### src/logic/sys_ctrl_pkg.sv
package sys_ctrl_pkg;
	// Core data-memory bus, one request per cycle
	typedef struct packed {
		logic [15:0] addr;
		logic [15:0] wdata;
		logic        wr;
		logic        rd;
	} dm_req_t;

	// Multiplexer and interrupt-enable lines steered by the mode control register
	typedef struct packed {
		logic [1:0] adc_mux_sel;
		logic       fault_int_en;
		logic       period_int_en;
		logic       uart_en;
		logic       rx_pin_sel;
	} mux_ctl_t;

	typedef enum logic [4:0] {
		BOOT_HOLD  = 5'h01,
		BOOT_PROBE = 5'h02,
		BOOT_LOAD  = 5'h04,
		BOOT_USER  = 5'h08,
		BOOT_DEBUG = 5'h10
	} boot_state_t;

	// Memory map
	localparam logic [13:0] PM_RAM_BASE     = 14'h0000;
	localparam logic [13:0] PM_ROM_BASE     = 14'h0800;
	localparam logic [13:0] PM_ROM_END      = 14'h0fff;
	localparam logic [15:0] PERIPH_BASE     = 16'h2000;
	localparam logic [15:0] PERIPH_END      = 16'h201f;
	localparam logic [15:0] DM_RAM_BASE     = 16'h3800;
	localparam logic [15:0] DM_USER_END     = 16'h3b8f;
	localparam logic [15:0] DM_MON_BASE     = 16'h3b90;
	localparam logic [15:0] DM_MON_END      = 16'h3bff;

	// Peripheral register indices inside the 32-word block
	localparam logic [4:0] IDX_PIO_INT_EN   = 5'h06;
	localparam logic [4:0] IDX_PIN_CHANGE   = 5'h07;
	localparam logic [4:0] IDX_MODE_CTRL    = 5'h15;
	localparam logic [4:0] IDX_SYS_STATUS   = 5'h16;
	localparam logic [4:0] IDX_PERIPH_INT   = 5'h17;

	// Mode control field positions
	localparam int MC_ADC_MUX_LSB = 0;
	localparam int MC_FAULT_EN    = 2;
	localparam int MC_PERIOD_EN   = 3;
	localparam int MC_UART_EN     = 4;
	localparam int MC_RX_SEL      = 5;
	localparam logic [5:0] MODE_CTRL_RST = 6'h00;

	// Peripheral interrupt status fields
	localparam int PI_FAULT  = 0;
	localparam int PI_PERIOD = 1;

	// Debug UART
	localparam int CLK_HZ    = 100_000_000;
	localparam int DEBUG_BAUD = 9600;
	localparam logic [15:0] DEBUG_BAUD_DIV = 16'(CLK_HZ / DEBUG_BAUD);
endpackage : sys_ctrl_pkg

### src/logic/sys_ctrl.sv
// The register offsets and strobed register access were decided locally.
`timescale 1ns/1ns
// Summary of operation
// - Reset after power-up leaves the clock running, no stabilisation wait.
// - Master reset masks all interrupts, clears mode status.
// - After reset release the core starts from internal ROM boot code.
// - Valid serial boot device on serial port one is loaded and run.
// - No valid boot device: debug mode, serial port one UART at 9600 baud.
// - Flag output two going 1, 0, 1 resets all peripherals and watchdog.
// - Program RAM decodes from 0x0000, program ROM from 0x800.
// - Data RAM decodes from 0x3800, peripheral block from 0x2000.
// - Data RAM user part 0x3800-0x3B8F, monitor part 0x3B90-0x3BFF.
// - Control registers are reached by data-memory reads and writes.
// - Global interrupt enable is set coming out of reset.
// - Enable instruction lets unmasked interrupts be serviced again.
// - Disable instruction blocks servicing, mask register untouched.
// - Autobuffer transfers proceed regardless of global enable.
// - Global disable also blocks the unmaskable power-down interrupt.
// - Data address decode gives a select strobe per peripheral register.
// - Drives ADC mux select and enables fault and period interrupts.
// - Drives serial-port multiplexer select lines.
// - Hardware, flag-toggle or watchdog reset clears peripheral registers bar the watchdog flag; core registers only on hardware reset.
// - Peripheral requests merge into one interrupt line to the core.
// - Combined line stays low until both status registers are read clear.
// - Registers are right-justified on 16 bits, unused upper bits read zero.
module sys_ctrl #(
	parameter int PIO_W = 8,
	parameter int INT_W = 10
) (
	input  wire logic                  clock,
	input  wire logic                  rst,
	input  wire logic                  reset_pin_n,
	input  wire logic                  flag_output_two,
	input  wire logic                  watchdog_reset,
	input  wire logic                  pwm_fault_input_n,
	input  wire logic                  pwm_period_pulse,
	input  wire logic [PIO_W-1:0]      pio_pins,
	input  wire sys_ctrl_pkg::dm_req_t dm_req,
	input  wire logic [13:0]           pm_addr,
	input  wire logic                  global_int_enable_instr,
	input  wire logic                  global_int_disable_instr,
	input  wire logic                  interrupt_mask_reg_wr,
	input  wire logic [INT_W-1:0]      interrupt_mask_reg_wdata,
	input  wire logic                  mode_status_reg_wr,
	input  wire logic [6:0]            mode_status_reg_wdata,
	input  wire logic [INT_W-1:0]      core_int_req,
	input  wire logic                  powerdown_req,
	input  wire logic                  autobuf_req,
	input  wire logic                  boot_probe_done,
	input  wire logic                  boot_dev_valid,
	input  wire logic                  boot_load_done,
	output logic [15:0]                rd_data_ff,
	output logic                       core_reset_ff,
	output logic                       periph_reset_ff,
	output logic [INT_W-1:0]           interrupt_mask_reg_ff,
	output logic [6:0]                 mode_status_reg_ff,
	output logic                       global_int_en_ff,
	output logic [INT_W-1:0]           int_service_ff,
	output logic                       powerdown_service_ff,
	output logic                       autobuf_go_ff,
	output logic                       run_from_rom_ff,
	output logic                       start_user_ff,
	output logic                       debug_uart_ff,
	output logic [15:0]                uart_baud_div_ff,
	output logic                       pm_ram_sel_ff,
	output logic                       pm_rom_sel_ff,
	output logic                       dm_user_sel_ff,
	output logic                       dm_monitor_sel_ff,
	output logic [31:0]                periph_sel_ff,
	output sys_ctrl_pkg::mux_ctl_t     mux_ctl_ff,
	output logic                       combined_peripheral_irq_n_ff
);
	// Refused at elaboration, before any logic is built on a bad width
	if (PIO_W < 1 || PIO_W > 16) begin : g_bad_pio_w
		$error("PIO_W must be 1..16");
	end
	if (INT_W < 1) begin : g_bad_int_w
		$error("INT_W must be positive");
	end

	////////////////////////////////////////////////////////////////////////////
	// Pin synchronisers: three stages, a change counts when stages 2 and 3 agree
	localparam int SW = PIO_W + 2;
	logic [SW-1:0] s1_ff, s2_ff, s3_ff, pin_ff;
	logic [SW-1:0] pin_raw;
	assign pin_raw = {pio_pins, pwm_fault_input_n, reset_pin_n};

	always_ff @(posedge clock) begin
		if (rst) begin
			s1_ff  <= '1;
			s2_ff  <= '1;
			s3_ff  <= '1;
			pin_ff <= '1;
		end else begin
			s1_ff <= pin_raw;
			s2_ff <= s1_ff;
			s3_ff <= s2_ff;
			for (int i = 0; i < SW; i++) begin
				if (s2_ff[i] == s3_ff[i]) pin_ff[i] <= s3_ff[i];
			end
		end
	end

	logic             reset_lvl_n;
	logic             fault_lvl_n;
	logic [PIO_W-1:0] pio_lvl;
	assign reset_lvl_n = pin_ff[0];
	assign fault_lvl_n = pin_ff[1];
	assign pio_lvl     = pin_ff[SW-1:2];

	////////////////////////////////////////////////////////////////////////////
	// Reset generation; clock is never gated, so a later reset needs no wait
	logic flag_d_ff;
	logic flag_low_seen_ff;
	logic flag_seq;
	assign flag_seq = flag_low_seen_ff && flag_output_two;

	always_ff @(posedge clock) begin
		if (rst) begin
			core_reset_ff <= 1'b1;
		end else begin
			core_reset_ff <= ~reset_lvl_n;
		end
	end

	always_ff @(posedge clock) begin
		if (rst || core_reset_ff) begin
			flag_d_ff        <= 1'b1;
			flag_low_seen_ff <= 1'b0;
		end else begin
			flag_d_ff <= flag_output_two;
			if (flag_seq) flag_low_seen_ff <= 1'b0;
			else if (flag_d_ff && !flag_output_two) flag_low_seen_ff <= 1'b1;
		end
	end

	always_ff @(posedge clock) begin
		if (rst) begin
			periph_reset_ff <= 1'b1;
		end else begin
			periph_reset_ff <= core_reset_ff || flag_seq || watchdog_reset;
		end
	end

	logic pclr;
	assign pclr = rst || periph_reset_ff;

	////////////////////////////////////////////////////////////////////////////
	// Core-side state initialised by master reset: mask and mode status cleared, global enable set
	always_ff @(posedge clock) begin
		if (rst || core_reset_ff) begin
			interrupt_mask_reg_ff <= '0;
			mode_status_reg_ff    <= '0;
		end else begin
			if (interrupt_mask_reg_wr) interrupt_mask_reg_ff <= interrupt_mask_reg_wdata;
			if (mode_status_reg_wr) mode_status_reg_ff <= mode_status_reg_wdata;
		end
	end

	always_ff @(posedge clock) begin
		if (rst || core_reset_ff) begin
			global_int_en_ff <= 1'b1;
		end else if (global_int_disable_instr) begin
			global_int_en_ff <= 1'b0;
		end else if (global_int_enable_instr) begin
			global_int_en_ff <= 1'b1;
		end
	end

	// Gating uses the current enable, so a disable takes effect one cycle later
	always_ff @(posedge clock) begin
		if (rst || core_reset_ff) begin
			int_service_ff       <= '0;
			powerdown_service_ff <= 1'b0;
			autobuf_go_ff        <= 1'b0;
		end else begin
			int_service_ff       <= core_int_req & interrupt_mask_reg_ff & {INT_W{global_int_en_ff}};
			powerdown_service_ff <= powerdown_req && global_int_en_ff;
			autobuf_go_ff        <= autobuf_req;
		end
	end

	////////////////////////////////////////////////////////////////////////////
	// Boot sequencer
	sys_ctrl_pkg::boot_state_t boot_ff, nxt_boot;

	always_comb begin
		nxt_boot = boot_ff;
		case (boot_ff)
			sys_ctrl_pkg::BOOT_HOLD:  nxt_boot = sys_ctrl_pkg::BOOT_PROBE;
			sys_ctrl_pkg::BOOT_PROBE: begin
				if (boot_probe_done) begin
					nxt_boot = boot_dev_valid ? sys_ctrl_pkg::BOOT_LOAD : sys_ctrl_pkg::BOOT_DEBUG;
				end
			end
			sys_ctrl_pkg::BOOT_LOAD:  begin
				if (boot_load_done) nxt_boot = sys_ctrl_pkg::BOOT_USER;
			end
			sys_ctrl_pkg::BOOT_USER:  nxt_boot = sys_ctrl_pkg::BOOT_USER;
			sys_ctrl_pkg::BOOT_DEBUG: nxt_boot = sys_ctrl_pkg::BOOT_DEBUG;
			default:                  nxt_boot = sys_ctrl_pkg::BOOT_HOLD;
		endcase
	end

	always_ff @(posedge clock) begin
		if (rst || core_reset_ff) begin
			boot_ff          <= sys_ctrl_pkg::BOOT_HOLD;
			run_from_rom_ff  <= 1'b1;
			start_user_ff    <= 1'b0;
			debug_uart_ff    <= 1'b0;
			uart_baud_div_ff <= 16'h0000;
		end else begin
			boot_ff          <= nxt_boot;
			run_from_rom_ff  <= nxt_boot != sys_ctrl_pkg::BOOT_USER;
			start_user_ff    <= nxt_boot == sys_ctrl_pkg::BOOT_USER;
			debug_uart_ff    <= nxt_boot == sys_ctrl_pkg::BOOT_DEBUG;
			uart_baud_div_ff <= (nxt_boot == sys_ctrl_pkg::BOOT_DEBUG) ? sys_ctrl_pkg::DEBUG_BAUD_DIV : 16'h0000;
		end
	end

	////////////////////////////////////////////////////////////////////////////
	// Memory decode; selects are registered, one cycle behind the address
	function automatic logic in_range(input logic [15:0] a, input logic [15:0] lo, input logic [15:0] hi);
		in_range = (a >= lo) && (a <= hi);
	endfunction : in_range

	logic       is_periph;
	logic [4:0] pidx;
	assign is_periph = in_range(dm_req.addr, sys_ctrl_pkg::PERIPH_BASE, sys_ctrl_pkg::PERIPH_END);
	assign pidx      = dm_req.addr[4:0];

	always_ff @(posedge clock) begin
		if (rst) begin
			pm_ram_sel_ff     <= 1'b0;
			pm_rom_sel_ff     <= 1'b0;
			dm_user_sel_ff    <= 1'b0;
			dm_monitor_sel_ff <= 1'b0;
			periph_sel_ff     <= '0;
		end else begin
			pm_ram_sel_ff     <= pm_addr < sys_ctrl_pkg::PM_ROM_BASE;
			pm_rom_sel_ff     <= in_range({2'b00, pm_addr}, {2'b00, sys_ctrl_pkg::PM_ROM_BASE},
				{2'b00, sys_ctrl_pkg::PM_ROM_END});
			dm_user_sel_ff    <= in_range(dm_req.addr, sys_ctrl_pkg::DM_RAM_BASE, sys_ctrl_pkg::DM_USER_END);
			dm_monitor_sel_ff <= in_range(dm_req.addr, sys_ctrl_pkg::DM_MON_BASE, sys_ctrl_pkg::DM_MON_END);
			periph_sel_ff     <= (is_periph && (dm_req.wr || dm_req.rd)) ? 32'h1 << pidx : 32'h0;
		end
	end

	////////////////////////////////////////////////////////////////////////////
	// Peripheral registers held here
	logic       wr_hit, rd_hit;
	assign wr_hit = dm_req.wr && is_periph;
	assign rd_hit = dm_req.rd && is_periph;

	logic [PIO_W-1:0] pio_int_en_ff, pin_change_ff, pio_prev_ff;
	logic [1:0]       periph_int_ff;
	logic             fault_prev_ff, period_prev_ff, wdog_flag_ff;
	logic             fault_evt, period_evt;
	logic [PIO_W-1:0] pio_evt;
	assign fault_evt  = fault_prev_ff && !fault_lvl_n;
	assign period_evt = !period_prev_ff && pwm_period_pulse;
	assign pio_evt    = (pio_lvl ^ pio_prev_ff) & pio_int_en_ff;

	always_ff @(posedge clock) begin
		if (pclr) begin
			mux_ctl_ff    <= sys_ctrl_pkg::MODE_CTRL_RST;
			pio_int_en_ff <= '0;
		end else if (wr_hit && pidx == sys_ctrl_pkg::IDX_MODE_CTRL) begin
			mux_ctl_ff.adc_mux_sel   <= dm_req.wdata[sys_ctrl_pkg::MC_ADC_MUX_LSB +: 2];
			mux_ctl_ff.fault_int_en  <= dm_req.wdata[sys_ctrl_pkg::MC_FAULT_EN];
			mux_ctl_ff.period_int_en <= dm_req.wdata[sys_ctrl_pkg::MC_PERIOD_EN];
			mux_ctl_ff.uart_en       <= dm_req.wdata[sys_ctrl_pkg::MC_UART_EN];
			mux_ctl_ff.rx_pin_sel    <= dm_req.wdata[sys_ctrl_pkg::MC_RX_SEL];
		end else if (wr_hit && pidx == sys_ctrl_pkg::IDX_PIO_INT_EN) begin
			pio_int_en_ff <= dm_req.wdata[PIO_W-1:0];
		end
	end

	// Status flags: a new event beats a clearing read in the same cycle
	always_ff @(posedge clock) begin
		if (pclr) begin
			periph_int_ff  <= 2'b00;
			pin_change_ff  <= '0;
			fault_prev_ff  <= 1'b1;
			period_prev_ff <= 1'b0;
			pio_prev_ff    <= pio_lvl;
		end else begin
			fault_prev_ff  <= fault_lvl_n;
			period_prev_ff <= pwm_period_pulse;
			pio_prev_ff    <= pio_lvl;
			periph_int_ff[sys_ctrl_pkg::PI_FAULT] <= fault_evt ||
				(periph_int_ff[sys_ctrl_pkg::PI_FAULT] && !(rd_hit && pidx == sys_ctrl_pkg::IDX_PERIPH_INT));
			periph_int_ff[sys_ctrl_pkg::PI_PERIOD] <= period_evt ||
				(periph_int_ff[sys_ctrl_pkg::PI_PERIOD] && !(rd_hit && pidx == sys_ctrl_pkg::IDX_PERIPH_INT));
			pin_change_ff <= pio_evt |
				(pin_change_ff & {PIO_W{!(rd_hit && pidx == sys_ctrl_pkg::IDX_PIN_CHANGE)}});
		end
	end

	// Watchdog flag survives core and peripheral resets; only rst clears it
	always_ff @(posedge clock) begin
		if (rst) wdog_flag_ff <= 1'b0;
		else if (watchdog_reset) wdog_flag_ff <= 1'b1;
	end

	// Fault and period enables mask the line only; their flags are still recorded
	always_ff @(posedge clock) begin
		if (pclr) begin
			combined_peripheral_irq_n_ff <= 1'b1;
		end else begin
			combined_peripheral_irq_n_ff <= !((periph_int_ff[sys_ctrl_pkg::PI_FAULT] && mux_ctl_ff.fault_int_en) ||
				(periph_int_ff[sys_ctrl_pkg::PI_PERIOD] && mux_ctl_ff.period_int_en) ||
				(|pin_change_ff));
		end
	end

	always_ff @(posedge clock) begin
		if (rst) begin
			rd_data_ff <= 16'h0000;
		end else if (rd_hit) begin
			case (pidx)
				sys_ctrl_pkg::IDX_MODE_CTRL:  rd_data_ff <= {10'h000, mux_ctl_ff.rx_pin_sel, mux_ctl_ff.uart_en,
					mux_ctl_ff.period_int_en, mux_ctl_ff.fault_int_en, mux_ctl_ff.adc_mux_sel};
				sys_ctrl_pkg::IDX_SYS_STATUS: rd_data_ff <= {14'h0000, wdog_flag_ff, fault_lvl_n};
				sys_ctrl_pkg::IDX_PERIPH_INT: rd_data_ff <= {14'h0000, periph_int_ff};
				sys_ctrl_pkg::IDX_PIO_INT_EN: rd_data_ff <= 16'(pio_int_en_ff);
				sys_ctrl_pkg::IDX_PIN_CHANGE: rd_data_ff <= 16'(pin_change_ff);
				default:                      rd_data_ff <= 16'h0000;
			endcase
		end else begin
			rd_data_ff <= 16'h0000;
		end
	end

	////////////////////////////////////////////////////////////////////////////
	// Checks
	AST_GIE_RESET: assert property (@(posedge clock) disable iff (rst)
		$fell(core_reset_ff) |-> global_int_en_ff) else $error("enable not set after reset");
	AST_DIS_BLOCKS: assert property (@(posedge clock) disable iff (rst)
		(!global_int_en_ff && !core_reset_ff) |=> (int_service_ff == '0 && !powerdown_service_ff))
		else $error("service while disabled");
	AST_PD_BLOCK: assert property (@(posedge clock) disable iff (rst)
		(powerdown_req && !global_int_en_ff) |=> !powerdown_service_ff) else $error("power-down not blocked");
	AST_MASK_KEPT: assert property (@(posedge clock) disable iff (rst)
		(global_int_disable_instr && !interrupt_mask_reg_wr && !core_reset_ff) |=> $stable(interrupt_mask_reg_ff))
		else $error("mask changed by disable");
	AST_AUTOBUF: assert property (@(posedge clock) disable iff (rst || core_reset_ff)
		autobuf_req |=> autobuf_go_ff) else $error("autobuffer blocked");
	AST_MASTER_CLR: assert property (@(posedge clock) disable iff (rst)
		core_reset_ff |=> (interrupt_mask_reg_ff == '0 && mode_status_reg_ff == '0)) else $error("reset not cleared");
	// Shortest legal toggle: one low cycle between two high ones
	AST_FLAG_SEQ: assert property (@(posedge clock) disable iff (rst || core_reset_ff)
		(flag_d_ff && !flag_output_two) ##1 flag_output_two |=> periph_reset_ff)
		else $error("flag toggle missed");
	AST_PRST_CLR: assert property (@(posedge clock) disable iff (rst)
		periph_reset_ff |=> (mux_ctl_ff == '0 && pin_change_ff == '0 && periph_int_ff == 2'b00))
		else $error("peripheral not cleared");
	AST_IRQ_HOLD: assert property (@(posedge clock) disable iff (pclr)
		(|pin_change_ff) |=> !combined_peripheral_irq_n_ff) else $error("irq released early");
	AST_DEBUG_FALL: assert property (@(posedge clock) disable iff (rst || core_reset_ff)
		(boot_ff == sys_ctrl_pkg::BOOT_PROBE && boot_probe_done && !boot_dev_valid) |=> ##1
		(debug_uart_ff && uart_baud_div_ff == sys_ctrl_pkg::DEBUG_BAUD_DIV)) else $error("no debug fallback");
	AST_PERIPH_SEL: assert property (@(posedge clock) disable iff (rst)
		(dm_req.rd && dm_req.addr == 16'h2015) |=> periph_sel_ff == 32'h0020_0000) else $error("bad select");
	AST_ROM_DEC: assert property (@(posedge clock) disable iff (rst)
		(pm_addr == 14'h0800) |=> (pm_rom_sel_ff && !pm_ram_sel_ff)) else $error("rom decode");

	CVR_FLAG_RESET: cover property (@(posedge clock) disable iff (rst) flag_seq);
	CVR_USER_BOOT:  cover property (@(posedge clock) disable iff (rst) start_user_ff);
	CVR_IRQ_CLEAR:  cover property (@(posedge clock) disable iff (rst) $rose(combined_peripheral_irq_n_ff));
	CVR_DISABLE:    cover property (@(posedge clock) disable iff (rst) $fell(global_int_en_ff));
endmodule : sys_ctrl

### config.mk
export PLATFORM = sky130hd
export DESIGN_NAME = sys_ctrl
export DESIGN_NICKNAME = d
export VERILOG_FILES = /design/src/logic/sys_ctrl_pkg.sv /design/src/logic/sys_ctrl.sv
export SDC_FILE = /design/constraint.sdc
export NUM_CORES = 1
export LEC_CHECK = 0
export ABC_AREA = 1
export BUFFER_PORTS_ARGS = -buffer_cell sky130_fd_sc_hd__buf_2
export CORE_ASPECT_RATIO = 0.8
export CORE_MARGIN = 1.5
export CORE_UTILIZATION = 35
export CTS_CLUSTER_DIAMETER = 80
export CTS_CLUSTER_SIZE = 30
export DETAILED_ROUTE_END_ITERATION = 10
export HOLD_SLACK_MARGIN = 0.15
export PLACE_DENSITY = 0.65
export SETUP_SLACK_MARGIN = 0.05
export SLEW_MARGIN = 0
export SYNTH_ARGS = -nofsm -noshare
export SYNTH_HDL_FRONTEND = slang
export SYNTH_SLANG_ARGS = --single-unit
export TNS_END_PERCENT = 1
### constraint.sdc
create_clock -name clock -period 1.7 [get_ports clock]
set_clock_uncertainty 0.05 [all_clocks]
set_input_delay 0.085 -clock clock [delete_from_list [all_inputs] [get_ports clock]]
set_output_delay 0.085 -clock clock [all_outputs]
set_load 0.05 [all_outputs]
==> reports/qor.yml <==
synth:
  synth_most_common_cell: "dfxtp_1"
  yosys.area.top_type: "dfxtp_1"
  synth_cells: 669
  synthArstFlopShare: 0
  synth.area.top_cells: "dfxtp_1 (55%), nand2_1 (8.8%), nor2_1 (4.9%)"
  ys_warn_count: 0
  avgSynthCellArea_um2: 8.75
  synth_edf_count: 0
  post_synth_num_cell_types: 39
  synth_top_area_frac: 0.554
  ys_seq_elements: 162
  dominantRegCellSynth: "dfxtp_1"
  synth_common_cells: "dfxtp_1 (162), nand2_1 (137), nor2_1 (76)"
  synthesis.area_mm2: 0.00585
  yosysSeqAreaShare: 0.554
cells_and_area:
  multi_input_area_mm2: 0.00223
  final_nets: 1054
  fillCellCount: 1486
  area_delta_synth_final_pct: 47.1
  drive_above_1_share: 0.308
  antenna_cells: 0
  fin_cells: 1187
  regArea_mm2: 0.00324
placed_design:
  hpwl_mm: 9.37
  placement.io_buffers: 170
  place_inst: 1044
  gp_congestion: 0.822
min_path:
  worstHoldStart: "dm_req[22]"
  min_path_type: "in2reg"
  hold_depth: 4
  hold-path-endpoint: "periph_sel_ff[6]"
routing:
  vias_per_cell: 4.31
  drt_first_pass_iters: 5
  dr_total_vias: 5117
  ant_nets: 0
  wl_mm: 14.4
  post-route-drc-count: 0
  wl_per_cell_um: 12.1
  drt_iter0_drc: 283
floorplanning:
  dieHeight_um: 119
  start_util: 0.356
  die_w_um: 148
  ioPinCount: 209
  die_area_mm2: 0.0175
  coreArea_mm2: 0.0164
  core.rowCount: 42
power:
  power.density_mw_per_mm2: 993
  p_leak_nw: 3.80
  vdd_ir_drop_max_uv: 685
timing:
  final_hold_viol_count: 0
  period_share: 0.985
  slew_violations: 0
  min_period_ns: 1.67
  rsz0062_at_grt: "true"
  max_freq_mhz: 597
  setup_violations: 0
  timing.hold.ws_ns: 0.179
critical_path:
  crit_arrival_ns: 1.94
  cp.required_ns: 1.96
  path_class: "in2reg"
  regToRegEndpoint: "mode_status_reg_ff[6]"
  r2r-start: "core_reset_ff"
  slowest_delay_ns: 0.55
  endpoint_kind: "register"
  worstRegToRegCells: 4
  critical-path-top-delay-family: "buffers and inverters"
  start_kind: "primary input"
  cp_max_fo: 1
  path_buf_inv: 4
  critPathSlowestCell: "dlygate4sd3_1"
  r2r_setup_slack_ns: 0.28
  crit_chain: "dlygate4sd3_1 > buf_2 > nand2_1 > dlygate4sd3_1 > a21oi_1 > dlygate4sd3_1"
  cpMostUsedCell: "dlygate4sd3_1"
global_routing:
  grt_max_degree: 35
  grt_pass1_wl_mm: 23.2
  antenna_found_initial: 0
  grt_pass1_vias: 4754
  grt_usage: 0.171
  gr-total-overflow: 0
clocking:
  root_buffer: "clkbuf_16"
  cts_max_level: 4
  clk_latency_ns: 0.43
  cts_tree: "built"
  clockBufferDepth: 2
  clk_pin_slew_ns: 0.06
  postCtsSetupBuffers: 0
  cts.sinks: 162
  cts_inserted_buffers: 17
flow_run:
  drv_cap: 0
outcome:
  outcome: "finished, final reports clean"
==> worst max-delay path by stage <==
stage | start | to | slack [ns] | cells past startpoint
2_1_floorplan | periph_reset_ff | periph_int_ff[0] | 0.36 | 5
3_3_place_gp | dm_req[33] | pio_int_en_ff[1] | 0.31 | 9
3_5_place_dp | dm_req[33] | pio_int_en_ff[1] | 0.30 | 9
4_1_cts | rst | mode_status_reg_ff[6] | 0.06 | 6
5_1_grt | mode_status_reg_wdata[6] | mode_status_reg_ff[6] | -0.001 | 6
6_report | mode_status_reg_wdata[6] | mode_status_reg_ff[6] | 0.03 | 6
==> logic make-up after synthesis <==
logic type	synth area share
AO/OA/AOI/OAI	0.0752
XOR/XNOR	0.00150
buffers and inverters	0.0793
flip-flops	0.554
multiplexers	0.00171
other	0.000641
AND/OR/NAND/NOR	0.288
==> sequential cells by signal, summed over array words and instances, names as in the netlist, 2 cells and up <==
signal,cells
periph_sel_ff,32
int_service_ff,10
interrupt_mask_reg_ff,10
pin_ff,10
s1_ff,10
s2_ff,10
s3_ff,10
pin_change_ff,8
pio_int_en_ff,8
pio_prev_ff,8
rd_data_ff,8
mode_status_reg_ff,7
mux_ctl_ff,6
boot_ff,5
periph_int_ff,2
==> per-stage QoR <==
stage               TNS [ns]   util  total power [mW]  cell area [um^2]  setup WS [ns]
floorplan                  0      -              4.35              5920          0.356
global placement           0  0.418              4.50              6870          0.314
detailed placement         0  0.418              4.51              6870          0.299
CTS                        0  0.524              8.63              8610         0.0613
global route        -0.00136  0.523              8.90              8610       -0.00136
finish                     0  0.523              8.55              8610         0.0252
==> layer usage <==
| layer | vias to the layer above | share of wire | GRT usage | wire length (um) |
|---|---|---|---|---|
| met5 | - | 0 | 0 | 0 |
| met4 | 0 | 0.013 | 0.0681 | 189 |
| met3 | 15 | 0.078 | 0.0556 | 1120 |
| met2 | 190 | 0.45 | 0.271 | 6480 |
| met1 | 2236 | 0.46 | 0.213 | 6610 |
| li1 | 2676 | - | - | - |
==> report_power, final <==
group / switching [mW] / internal, mW / total [mW]
Combinational: 0.428 / 0.305 / 0.733
Clock: 1.54 / 2.40 / 3.93
Sequential: 0.0266 / 3.85 / 3.88
==> cell usage in the layout (no fill, tap or decap), types with 10 or more instances in the layout <==
cell	n
nor2_1	75
nand3_1	22
inv_1	43
buf_2	170
or2_2	30
a21oi_1	48
nor3_2	25
o21ai_0	20
dfxtp_1	162
clkbuf_16	17
conb_1	19
nand2_1	137
inv_2	10
dlygate4sd3_1	110
==> repair_timing <==
action,CTS,global route
hold buffers,113,0
endpoints found under the hold margin,125,0
resized for setup,0,3
endpoints found under the setup margin,0,5
==> tightest hold or removal path: cells and delay by family <==
family,cells,cell delay (ns)
buf+inv,2,0.27
simple gates,2,0.26
==> area by class of cell <==
cell class | count | area share
clock inverters | 11 | 0.0176
well taps | 220 | 0.0320
flip-flops and latches | 162 | 0.377
inverters | 55 | 0.0240
clock buffers | 20 | 0.0530
multi-input cells | 429 | 0.259
repair buffers | 290 | 0.238
No activity file was read; power rests on OpenSTA's default activity.
